<file path="src/hdl/adc_convert_map.vh">
// timing counts and frame layout for the converter control block
`ifndef ADC_CONVERT_MAP_VH
`define ADC_CONVERT_MAP_VH
`define CLK_PERIOD_PS      5000
`define CONV_TIME_NS       5000
`define CONV_CYCLES        ((`CONV_TIME_NS * 1000) / `CLK_PERIOD_PS)
`define WAKE_TIME_NS       5000
`define WAKE_CYCLES        ((`WAKE_TIME_NS * 1000) / `CLK_PERIOD_PS)
`define HOLD_TIME_NS       10
`define HOLD_CYCLES        ((`HOLD_TIME_NS * 1000 + `CLK_PERIOD_PS - 1) / `CLK_PERIOD_PS)
`define FRAME_BITS         16
`define RESULT_BITS        14
`define LEAD_ZEROS         2
`endif

</file>
<file path="src/hdl/adc_convert_serial_readout.v">
// conversion control and serial readout of a 14-bit converter
// How it works
// - start falling edge holds sample, starts conversion
// - busy high from start fall to done
// - start low at end enters power-down
// - start rising edge wakes from power-down
// - new serial bit on each of the first fifteen serial clock falls
// - frame is two zeros, fourteen result bits
// - after sixteenth fall hold, then release
// - twos complement bipolar, straight binary unipolar
// - conversion 5 us, with wake-up 10 us
`timescale 1ns/1ps
`include "adc_convert_map.vh"
module adc_convert_serial_readout #(
  parameter [31:0] CONV_CYCLES = `CONV_CYCLES,
  parameter [31:0] WAKE_CYCLES = `WAKE_CYCLES
) (
  // clock and reset
  input  wire        mclk_i,
  input  wire        reset_i,
  // conversion control pins
  input  wire        conversion_start_n_i,
  output wire        busy_o,
  output wire        track_hold_o,
  output wire        power_down_o,
  // variant strap: 1 selects bipolar coding
  input  wire        bipolar_i,
  // result from the analog core, straight binary offset code
  input  wire [13:0] sar_code_i,
  // serial port
  input  wire        serial_clk_i,
  output wire        serial_result_out_o,
  output wire        serial_result_out_oe_o
);
  // sequencer states
  localparam [1:0] ST_IDLE  = 2'h0;
  localparam [1:0] ST_CONV  = 2'h1;
  localparam [1:0] ST_SLEEP = 2'h2;
  localparam [1:0] ST_WAKE  = 2'h3;
  // map constants are plain integers; cut them to counter width here
  localparam integer FRAME_INT  = `FRAME_BITS;
  localparam integer HOLD_INT   = `HOLD_CYCLES;
  localparam [4:0]   FRAME_LAST = FRAME_INT[4:0];
  localparam [3:0]   HOLD_CNT   = HOLD_INT[3:0];

  wire        cs_level;
  wire        cs_rise;
  wire        cs_fall;
  wire        sclk_fall;
  reg  [1:0]  state_r;
  reg  [1:0]  state_nxt;
  reg  [31:0] cnt_r;
  reg  [31:0] cnt_nxt;
  reg         busy_r;
  reg         hold_r;
  reg  [15:0] shift_r;
  reg  [4:0]  bit_cnt_r;
  reg         dout_r;
  reg         oe_r;
  reg  [3:0]  rel_cnt_r;
  reg         bip_r;
  reg         pend_r;
  wire [13:0] coded;
  wire        start_take;
  wire        conv_done;

  // start pin idles high
  edge_sync #(
    .IDLE_LEVEL (1'b1)
  ) u_cs_sync (
    .mclk_i  (mclk_i),
    .reset_i (reset_i),
    .async_i (conversion_start_n_i),
    .level_o (cs_level),
    .rise_o  (cs_rise),
    .fall_o  (cs_fall)
  );

  // serial clock parks low; a high reset level would fake a fall
  edge_sync #(
    .IDLE_LEVEL (1'b0)
  ) u_sclk_sync (
    .mclk_i  (mclk_i),
    .reset_i (reset_i),
    .async_i (serial_clk_i),
    .level_o (),
    .rise_o  (),
    .fall_o  (sclk_fall)
  );

  // strap caught by a clocked process, never by the reset itself
  always @(posedge mclk_i) begin
    bip_r <= bipolar_i;
  end

  // invert msb turns offset binary into twos complement
  assign coded = bip_r ? {~sar_code_i[13], sar_code_i[12:0]} : sar_code_i;

  // a start fall is taken when idle, or queued while waking up
  assign start_take = cs_fall && (state_r == ST_IDLE || state_r == ST_WAKE);
  assign conv_done  = (state_r == ST_CONV) && (cnt_r == 32'h0);

  // conversion sequencing
  always @* begin
    state_nxt = state_r;
    cnt_nxt   = cnt_r;
    case (state_r)
      ST_IDLE: begin
        if (cs_fall) begin
          state_nxt = ST_CONV;
          cnt_nxt   = CONV_CYCLES - 32'h1;
        end
      end
      ST_CONV: begin
        if (cnt_r == 32'h0) begin
          state_nxt = cs_level ? ST_IDLE : ST_SLEEP;
        end else begin
          cnt_nxt = cnt_r - 32'h1;
        end
      end
      ST_SLEEP: begin
        // only a rising start edge leaves sleep
        if (cs_rise) begin
          state_nxt = ST_WAKE;
          cnt_nxt   = WAKE_CYCLES - 32'h1;
        end
      end
      ST_WAKE: begin
        // a start fall during wake-up queues the conversion after it
        if (cnt_r == 32'h0) begin
          if (pend_r || cs_fall) begin
            state_nxt = ST_CONV;
            cnt_nxt   = CONV_CYCLES - 32'h1;
          end else begin
            state_nxt = ST_IDLE;
          end
        end else begin
          cnt_nxt = cnt_r - 32'h1;
        end
      end
      default: begin
        state_nxt = ST_IDLE;
      end
    endcase
  end

  // state, busy and track/hold registers
  always @(posedge mclk_i) begin
    if (reset_i) begin
      state_r <= ST_IDLE;
      cnt_r   <= 32'h0;
      busy_r  <= 1'b0;
      hold_r  <= 1'b0;
    end else begin
      state_r <= state_nxt;
      cnt_r   <= cnt_nxt;
      if (start_take) begin
        busy_r <= 1'b1;
        hold_r <= 1'b1;
      end else if (conv_done) begin
        busy_r <= 1'b0;
        hold_r <= 1'b0;
      end
    end
  end

  // remembers a start fall inside wake-up; a narrow start pulse
  // would otherwise be lost while the core powers up
  always @(posedge mclk_i) begin
    if (reset_i) begin
      pend_r <= 1'b0;
    end else if (state_r == ST_WAKE && cs_fall) begin
      pend_r <= 1'b1;
    end else if (state_r != ST_WAKE) begin
      pend_r <= 1'b0;
    end
  end

  // serial shifter; a new frame loads when a conversion ends
  always @(posedge mclk_i) begin
    if (reset_i) begin
      shift_r   <= 16'h0000;
      bit_cnt_r <= 5'h00;
      dout_r    <= 1'b0;
      oe_r      <= 1'b0;
      rel_cnt_r <= 4'h0;
    end else begin
      if (conv_done) begin
        shift_r   <= {{`LEAD_ZEROS{1'b0}}, coded};
        bit_cnt_r <= 5'h00;
        dout_r    <= 1'b0;
        oe_r      <= 1'b1;
        rel_cnt_r <= 4'h0;
      end else if (sclk_fall && bit_cnt_r < FRAME_LAST) begin
        bit_cnt_r <= bit_cnt_r + 5'h01;
        // 16th fall moves no bit: the last one stands for the hold time
        if (bit_cnt_r == FRAME_LAST - 5'h01) begin
          rel_cnt_r <= HOLD_CNT;
        end else begin
          dout_r  <= shift_r[14];
          shift_r <= {shift_r[14:0], 1'b0};
        end
      end else if (rel_cnt_r != 4'h0) begin
        rel_cnt_r <= rel_cnt_r - 4'h1;
        if (rel_cnt_r == 4'h1) begin
          oe_r <= 1'b0;
        end
      end
    end
  end

  // pin drivers; power-down decodes straight from the state register
  assign busy_o                 = busy_r;
  assign track_hold_o           = hold_r;
  assign power_down_o           = (state_r == ST_SLEEP);
  assign serial_result_out_o    = dout_r;
  assign serial_result_out_oe_o = oe_r;
endmodule // adc_convert_serial_readout

</file>
<file path="src/hdl/edge_sync.v">
// two-flop synchroniser with rise and fall detection
`timescale 1ns/1ps
module edge_sync #(
  parameter [0:0] IDLE_LEVEL = 1'b1
) (
  // clock and reset
  input  wire mclk_i,
  input  wire reset_i,
  // asynchronous level in
  input  wire async_i,
  // synchronised level and edges
  output wire level_o,
  output wire rise_o,
  output wire fall_o
);
  reg meta_r;
  reg sync_r;
  reg last_r;

  // meta_r is read only by sync_r
  // reset to the pin's idle level, else a false edge follows reset
  always @(posedge mclk_i) begin
    if (reset_i) begin
      meta_r <= IDLE_LEVEL;
      sync_r <= IDLE_LEVEL;
      last_r <= IDLE_LEVEL;
    end else begin
      meta_r <= async_i;
      sync_r <= meta_r;
      last_r <= sync_r;
    end
  end

  assign level_o = sync_r;
  assign rise_o  = sync_r & ~last_r;
  assign fall_o  = ~sync_r & last_r;
endmodule // edge_sync

</file>
<file path="config.mk">
export PLATFORM = sky130hd
export DESIGN_NAME = adc_convert_serial_readout
export DESIGN_NICKNAME = d
export VERILOG_FILES = /design/src/hdl/adc_convert_serial_readout.v /design/src/hdl/edge_sync.v
export VERILOG_INCLUDE_DIRS = /design/src /design/src/hdl
export SDC_FILE = /design/constraint.sdc
export NUM_CORES = 1
export LEC_CHECK = 0
export BUFFER_PORTS_ARGS = -buffer_cell sky130_fd_sc_hd__clkbuf_2
export CORE_UTILIZATION = 54
export CTS_CLUSTER_SIZE = 24
export DETAILED_ROUTE_END_ITERATION = 8
export GPL_TIMING_DRIVEN = 0
export PLACE_DENSITY = 0.75
export SKIP_CTS_REPAIR_TIMING = 1
export SYNTH_ARGS = -nofsm -noshare
export SYNTH_HDL_FRONTEND = slang
export SYNTH_HIERARCHICAL = 1
export SYNTH_SLANG_ARGS = --single-unit
</file>
<file path="constraint.sdc">
create_clock -name mclk_i -period 2.6 [get_ports mclk_i]
set_clock_uncertainty 0.1 [all_clocks]
set_input_delay 0.13 -clock mclk_i [delete_from_list [all_inputs] [get_ports mclk_i]]
set_output_delay 0.13 -clock mclk_i [all_outputs]
set_load 0.1 [all_outputs]
</file>
After elaboration in Yosys (flattened, before gate mapping). Cells that the tools add are included.

Register bits after elaboration: 69. Input bits: 19. Output and inout bits: 5. Logic and storage cells: 94.

$add $sub $neg: 3. Magnitude comparators: 1. Equal/unequal tests: 15. Mux-type cells: 28. Bitwise logic cells: 8. Reduce and logical (&&, ||, !) cells: 22.

Operators by type and width (count): two-way mux 32 bit (5); case mux 32 bit (4 select lines) (1); two-way mux 14 bit (4); zero test 32 bit (1); subtractor 32 x 1 -> 32 bit, second input constant (1); two-way mux 4 bit (3); != test 2 bit, second input constant (6); nonzero test 2 bit (6); two-way mux 2 bit (5); two-way mux 1 bit (9); case mux 2 bit (4 select lines) (1); AND reduction 4 bit (2); != test 2 x 1 -> 1 bit, second input constant (3); AND reduction 2 bit (3); adder 5 x 1 -> 5 bit, second input constant (1); equality test 5 x 4 -> 1 bit, second input constant (1); < comparator 5 bit, second input constant (1); inverter 1 bit (5); equality test 2 bit, second input constant (2); equality test 4 x 1 -> 1 bit, second input constant (1); logical AND 1 bit (4); nonzero test 4 bit (1); subtractor 4 x 1 -> 4 bit, second input constant (1); bitwise AND 1 bit (3); 6 further kinds (7).

Depth between registers and ports, before layout. Gate-level depths: netlist of run 1.

Depth in word-level cells: 6. Mapped depth: 9. Mapped depth without buffers: 7.

Cells and area by module. The synthesis of run 1 kept the hierarchy.

By module, submodules not included: adc_convert_serial_readout (instances 1, cells each 379, area each 3263.1 µm², sequential area each 1261.2 µm²); edge_sync at u_cs_sync (instances 1, cells each 8, area each 92.6 µm², sequential area each 60.1 µm²); edge_sync at u_sclk_sync (instances 1, cells each 8, area each 91.3 µm², sequential area each 60.1 µm²).

Worst setup path after synthesis of run 1. Ideal clock, no wire load.

Kind: register -> register. Start point: register cnt_r[23]. End point: register cnt_r[6]. Setup time: 0.133 ns. Arrival: 2.499 ns. Required time: 2.367 ns. Path slack: -0.132 ns. Cell stages (with the launch flop): 9. Path buffers: 3. Period minus slack after synthesis: 2.732 ns. Cell sequence: dfxtp_1 -> or4_1 -> clkbuf_1 -> or4_1 -> buf_2 -> or4_1 -> clkbuf_1 -> a31oi_1 -> a311oi_1.

Word-level cells in the longest chain between the ends: 3. Elaborated cells on any way between the ends: 6. Classes of those cells: eq/ne: 2; mux: 2; reduce/logical: 2.

RTL lines: start, declared (line adc_convert_serial_readout.v:52) `reg [31:0] cnt_r;`; start signal, assigned (line adc_convert_serial_readout.v:156) `cnt_r <= cnt_nxt;`; zero test 32 bit (*) (line adc_convert_serial_readout.v:115, adc_convert_serial_readout.v:130); != test 3 bit (no source line), or another cell as far along; AND reduction 4 bit (no source line) / case mux 32 bit (4 select lines) (equally long branches).

Every way passes the cells marked *; elsewhere a longest branch is shown, timed or not. A chain may end at the register's enable or synchronous reset.

Worst setup path in the final report of run 1.
Start point: register cnt_r[26]. End point: register cnt_r[8].

Same word-level chain as after synthesis.

==> flow_metrics.env, run 1 <==
export IMPL_maxSlewViolCount=0
export IMPL_yosysWarningCount=6
export IMPL_worstHoldPathType="input port to register"
export IMPL_drv_cap=0
export IMPL_ios=24
export IMPL_chipHeight_microns=81.8
export IMPL_via_count=3371
export IMPL_syn2layout_area_growth_pct=27.3
export IMPL_violations="setup timing"
export IMPL_gp_congestion=0.879
export IMPL_cts_htree_levels=3
export IMPL_hold_viol=0
export IMPL_antenna_found_initial=0
export IMPL_wl_microns=8840
export IMPL_clk_pin_slew_worst_paths_ns=0.07
export IMPL_worstPathRequired_ns=2.72
export IMPL_cts_sinks=69
export IMPL_grt_pass1_wl_microns=12700
export IMPL_final_cell_area_sq_um=4380
export IMPL_rows=28
export IMPL_root_buffer="clkbuf_8"
export IMPL_drive_gt1_share_pct=25.5
export IMPL_synthCells=394
export IMPL_wl_per_cell_microns=16.4
export IMPL_postSynthAreaPerCell_sq_um=8.73
export IMPL_core_area_sq_um=6030
export IMPL_worst_skew_pair_late_latency_ns=0.36
export IMPL_fin_crit_sh_pct=107
export IMPL_min_period_ns=2.78
export IMPL_drc=0
export IMPL_start_util_pct=57.1
export IMPL_max_slew_margin_pct=50.9
export IMPL_final_util_pct=72.7
export IMPL_hpwl_microns=5340
export IMPL_syn_cell_area_sq_um=3440
export IMPL_finalSetupViolations=32
export IMPL_grt_pass1_vias=2670
export IMPL_fillers=437
export IMPL_fp_dieW_microns=81.8
export IMPL_fmax_mhz=360
export IMPL_crit_path_start_kind="register"
export IMPL_grt_max_degree=12
export IMPL_rsz0062_at_grt="true"
export IMPL_diodes=0
export IMPL_clock_path_buffers=2
export IMPL_cp_end_kind="register"
export IMPL_routed_via_density=6.27
export IMPL_track_usage_pct=25.0
export IMPL_io_buffers=23
export IMPL_worst_setup_path_type="register to register"
export IMPL_peakVddDrop_mv=0.651
export IMPL_dpl_cell_area_sq_um=3680
export IMPL_power_leakage_nw=1.64
export IMPL_overflow=0
export IMPL_max_slew_worst_pin_slew_ns=0.737
export IMPL_die_area_sq_um=6700
export IMPL_path_max_fanout=7
export IMPL_ant_nets=0
export IMPL_drtIter0Drc=261
export IMPL_cp_arrival_ns=2.90
export IMPL_cts_made_buffers=9
export IMPL_outcome="complete, but fails checks"
export IMPL_finalSetupTns_ns=-3.87
export IMPL_power_density_nw_per_um2=922
export IMPL_synth_fp_nets=423
export IMPL_layout_cells_non_filler=538
export IMPL_worst_slack_ns=-0.179
export IMPL_firstDrtPassIters=5
export IMPL_cts_tree="yes"
export IMPL_post_place_cells=492
export IMPL_nets=488
## cells in the final DEF (no fill, tap or decap), types with 4 or more instances in the layout
cell type,instances
or4_4,8
clkbuf_1,8
o31ai_1,13
clkbuf_8,11
nand3_1,4
nor3_1,11
o41ai_1,8
buf_4,12
mux2i_1,15
or3_1,12
nand2_1,11
or4_1,15
nand4_1,4
buf_6,10
o21ai_0,10
a21oi_1,24
or2_2,7
ha_1,8
inv_1,10
a211oi_1,19
dfxtp_1,65
dlygate4sd3_1,19
nor2_1,46
a21oi_2,10
nor2b_1,8
clkbuf_2,26
## state kept, by name (all words and copies together), names as in the netlist, 4 cells and up, named ones only
name / cells
cnt_r: 32
shift_r: 15
rel_cnt_r: 4
bit_cnt_r: 5
## per-layer routing
layer | track usage (%) | vias to the layer above | wire (microns)
met5 | 0 | - | 0
met4 | 10.9 | 0 | 131
met3 | 6.11 | 17 | 509
met2 | 35.8 | 114 | 4210
met1 | 35.2 | 1618 | 3990
li1 | - | 1622 | -
## critical path, stage by stage, from the launching register on
cell and delay [ns]:
dfxtp_2 0.33, or4_4 0.53, buf_6 0.15, or4_4 0.47, buf_6 0.15, or4_4 0.52
buf_8 0.16, a31oi_4 0.17, a311oi_1 0.06
## cell type report
class                   count  area, sq um  area share [%]
multi-input cells         291         2080            47.6
flip-flops and latches     69         1390            31.7
repair buffers             56          425            9.71
clock buffers              11          151            3.46
plain buffers              21          148            3.37
well taps                  75         93.8            2.14
clock inverters             4         47.5            1.09
inverters                  11         41.3           0.943
## per-stage QoR
stage	setup WS, ns	hold WS [ns]	power [mW]
6_report	-0.179	0.00705	4.04
5_1_grt	-0.236	0.00646	4.27
4_1_cts	-0.320	-0.236	3.60
3_5_place_dp	-0.282	0.134	2.71
3_3_place_gp	-0.306	0.133	2.67
2_1_floorplan	-0.0397	0.0577	2.41
## worst paths after layout
kind,startpoint,to,slack (ns),depth (start not counted)
setup / recovery,cnt_r[26],cnt_r[8],-0.18,8
hold / removal,sar_code_i[13],shift_r[13],0.007,4
setup reg to reg,cnt_r[26],cnt_r[8],-0.18,8
hold reg to reg,u_cs_sync/meta_r,u_cs_sync/level_o,0.31,1
## report_power, final
| group | switching (mW) | leakage (nW) | internal (mW) |
|---|---|---|---|
| clock | 0.407 | 0.101 | 0.486 |
| sequential | 0.157 | 0.564 | 1.21 |
| combinational | 0.987 | 0.970 | 0.791 |
| total | 1.55 | 1.64 | 2.49 |
No activity file was read; power rests on OpenSTA's default activity.
==> inputs of run 2 (changes only) <==
--- a/config.mk
+++ b/config.mk
@@ -7,6 +7,7 @@
 export NUM_CORES = 1
 export LEC_CHECK = 0
 export BUFFER_PORTS_ARGS = -buffer_cell sky130_fd_sc_hd__clkbuf_2
+export CORE_MARGIN = 4
 export CORE_UTILIZATION = 54
 export CTS_CLUSTER_SIZE = 24
 export DETAILED_ROUTE_END_ITERATION = 8
==> run 2 against run 1 <==
The flow finishes with violations (hold timing, setup timing). Global-route usage is 3.2 points lower. Highest routed layer unchanged. Sequential power about the same. Total power increased by 11%. Cell count is 0.56% higher. Hold slack lost 0.064 ns. Utilization increased by 2.5 points. Combinational power is 8% higher. Critical endpoint is now cnt_r[30]. Routed wire length increased by 10%. Final area is 4.0% higher.
==> flow_metrics.env, run 2 (synthesized netlist as in run 1, its figures left out) <==
export IMPL_outcome="complete, but fails checks"
export IMPL_violations="hold timing, setup timing"
export IMPL_biggestRegsByFlops="cnt_r x32, shift_r x15, bit_cnt_r x5"
export IMPL_max_slew_margin_pct=50.1
export IMPL_drive_gt1_share_pct=29.2
export IMPL_core_area_sq_um=6060
export IMPL_cp_arrival_ns=2.86
export IMPL_drtIter0Drc=338
export IMPL_track_usage_pct=21.8
export IMPL_start_util_pct=56.8
export IMPL_worst_slack_ns=-0.133
export IMPL_cts_tree="yes"
export IMPL_worstPathRequired_ns=2.73
export IMPL_layout_cells_non_filler=541
export IMPL_drv_cap=0
export IMPL_drc=0
export IMPL_fin_crit_sh_pct=105
export IMPL_power_leakage_nw=1.69
export IMPL_syn2layout_area_growth_pct=32.4
export IMPL_gp_congestion=0.841
export IMPL_firstDrtPassIters=6
export IMPL_path_max_fanout=6
export IMPL_fp_dieW_microns=87.8
export IMPL_crit_family="simple AND/OR/NAND/NOR gates"
export IMPL_clock_path_buffers=2
export IMPL_nets=491
export IMPL_post_place_cells=492
export IMPL_clk_pin_slew_worst_paths_ns=0.08
export IMPL_grt_max_degree=13
export IMPL_hpwl_microns=5340
export IMPL_finalSetupViolations=27
export IMPL_overflow=0
export IMPL_peakVddDrop_mv=0.619
export IMPL_cp_end_kind="register"
export IMPL_rows=28
export IMPL_rsz0062_at_grt="true"
export IMPL_path_cells="or4_4 > buf_6 > or4_4 > buf_6 > o41ai_2 > a31o_2 > buf_12 > clkbuf_16 > a21oi_2"
export IMPL_chipHeight_microns=87.8
export IMPL_worstHoldPathType="input port to register"
export IMPL_power_density_nw_per_um2=979
export IMPL_hold_viol=2
export IMPL_antenna_found_initial=0
export IMPL_maxSlewViolCount=0
export IMPL_worst_path_buf_inv=4
export IMPL_wl_per_cell_microns=18.1
export IMPL_via_count=3475
export IMPL_min_period_ns=2.73
export IMPL_largest_register_ffs=32
export IMPL_ant_nets=0
export IMPL_routed_via_density=6.42
export IMPL_root_buffer="clkbuf_8"
export IMPL_crit_path_start_kind="register"
export IMPL_crit_path_top_delay_cell="or4_4"
export IMPL_finalPower_mw=4.46
export IMPL_fmax_mhz=366
export IMPL_regMostFlops="cnt_r"
export IMPL_cts_made_buffers=9
export IMPL_max_stage_delay_ns=0.53
export IMPL_io_buffers=23
export IMPL_grt_pass1_vias=2848
export IMPL_whs_ns=-0.0568
export IMPL_final_util_pct=75.2
export IMPL_die_area_sq_um=7710
export IMPL_max_slew_worst_pin_slew_ns=0.748
export IMPL_grt_pass1_wl_microns=13300
export IMPL_r2r_setup_slack_ns=-0.13
export IMPL_worst_skew_pair_late_latency_ns=0.36
export IMPL_diodes=0
export IMPL_cts_sinks=69
export IMPL_wl_microns=9770
export IMPL_layout_common_cells="dfxtp_1 (64), nor2_1 (46), clkbuf_2 (25), a211oi_1 (19), a21oi_1 (18)"
export IMPL_finalSetupTns_ns=-2.30
export IMPL_layout_commonest_cell="dfxtp_1"
export IMPL_ios=24
export IMPL_cts_htree_levels=3
export IMPL_worst_setup_path_type="register to register"
run 2: tightest hold or removal path, cell delays in order:
cell      delay, ns
clkbuf_2       0.08
nor2_1         0.09
a211oi_1       0.05
run 2: path summary, 6_finish.rpt:
path / cells past startpoint / start / end
setup / recovery: 9 / cnt_r[26] / cnt_r[30]
hold / removal: 3 / sar_code_i[5] / shift_r[5]
setup reg to reg: 9 / cnt_r[26] / cnt_r[30]
hold reg to reg: 1 / u_cs_sync/meta_r / u_cs_sync/level_o
run 2: layout make-up:
type | count | area (sq um)
clock buffer | 9 | 124
sequential | 69 | 1390
clock inverter | 6 | 136
inverter | 11 | 41.3
buffer | 20 | 145
multi-input combinational | 291 | 2140
timing repair buffer | 60 | 485
fill | 391 | 1500
tap | 75 | 93.8
run 2: metal layers:
metal	global-route usage, %	vias up	routed length [microns]
li1	-	1621	-
met1	30.4	1665	4220
met2	33.8	150	4610
met3	4.52	39	593
met4	6.97	0	337
met5	0	-	0
run 2: power breakdown:
part | switching (mW) | internal [mW] | leakage (nW)
clock network | 0.443 | 0.731 | 0.126
logic | 1.06 | 0.864 | 1.00
registers | 0.161 | 1.21 | 0.564
run 2: metrics by stage:
step,hold WS [ns],cell area [sq um],setup slack (ns)
floorplan,0.0577,3470,-0.0397
global placement,0.132,3680,-0.300
detailed placement,0.143,3680,-0.272
CTS,-0.222,3940,-0.322
global route,0.00768,4560,-0.167
finish,-0.0568,4560,-0.133
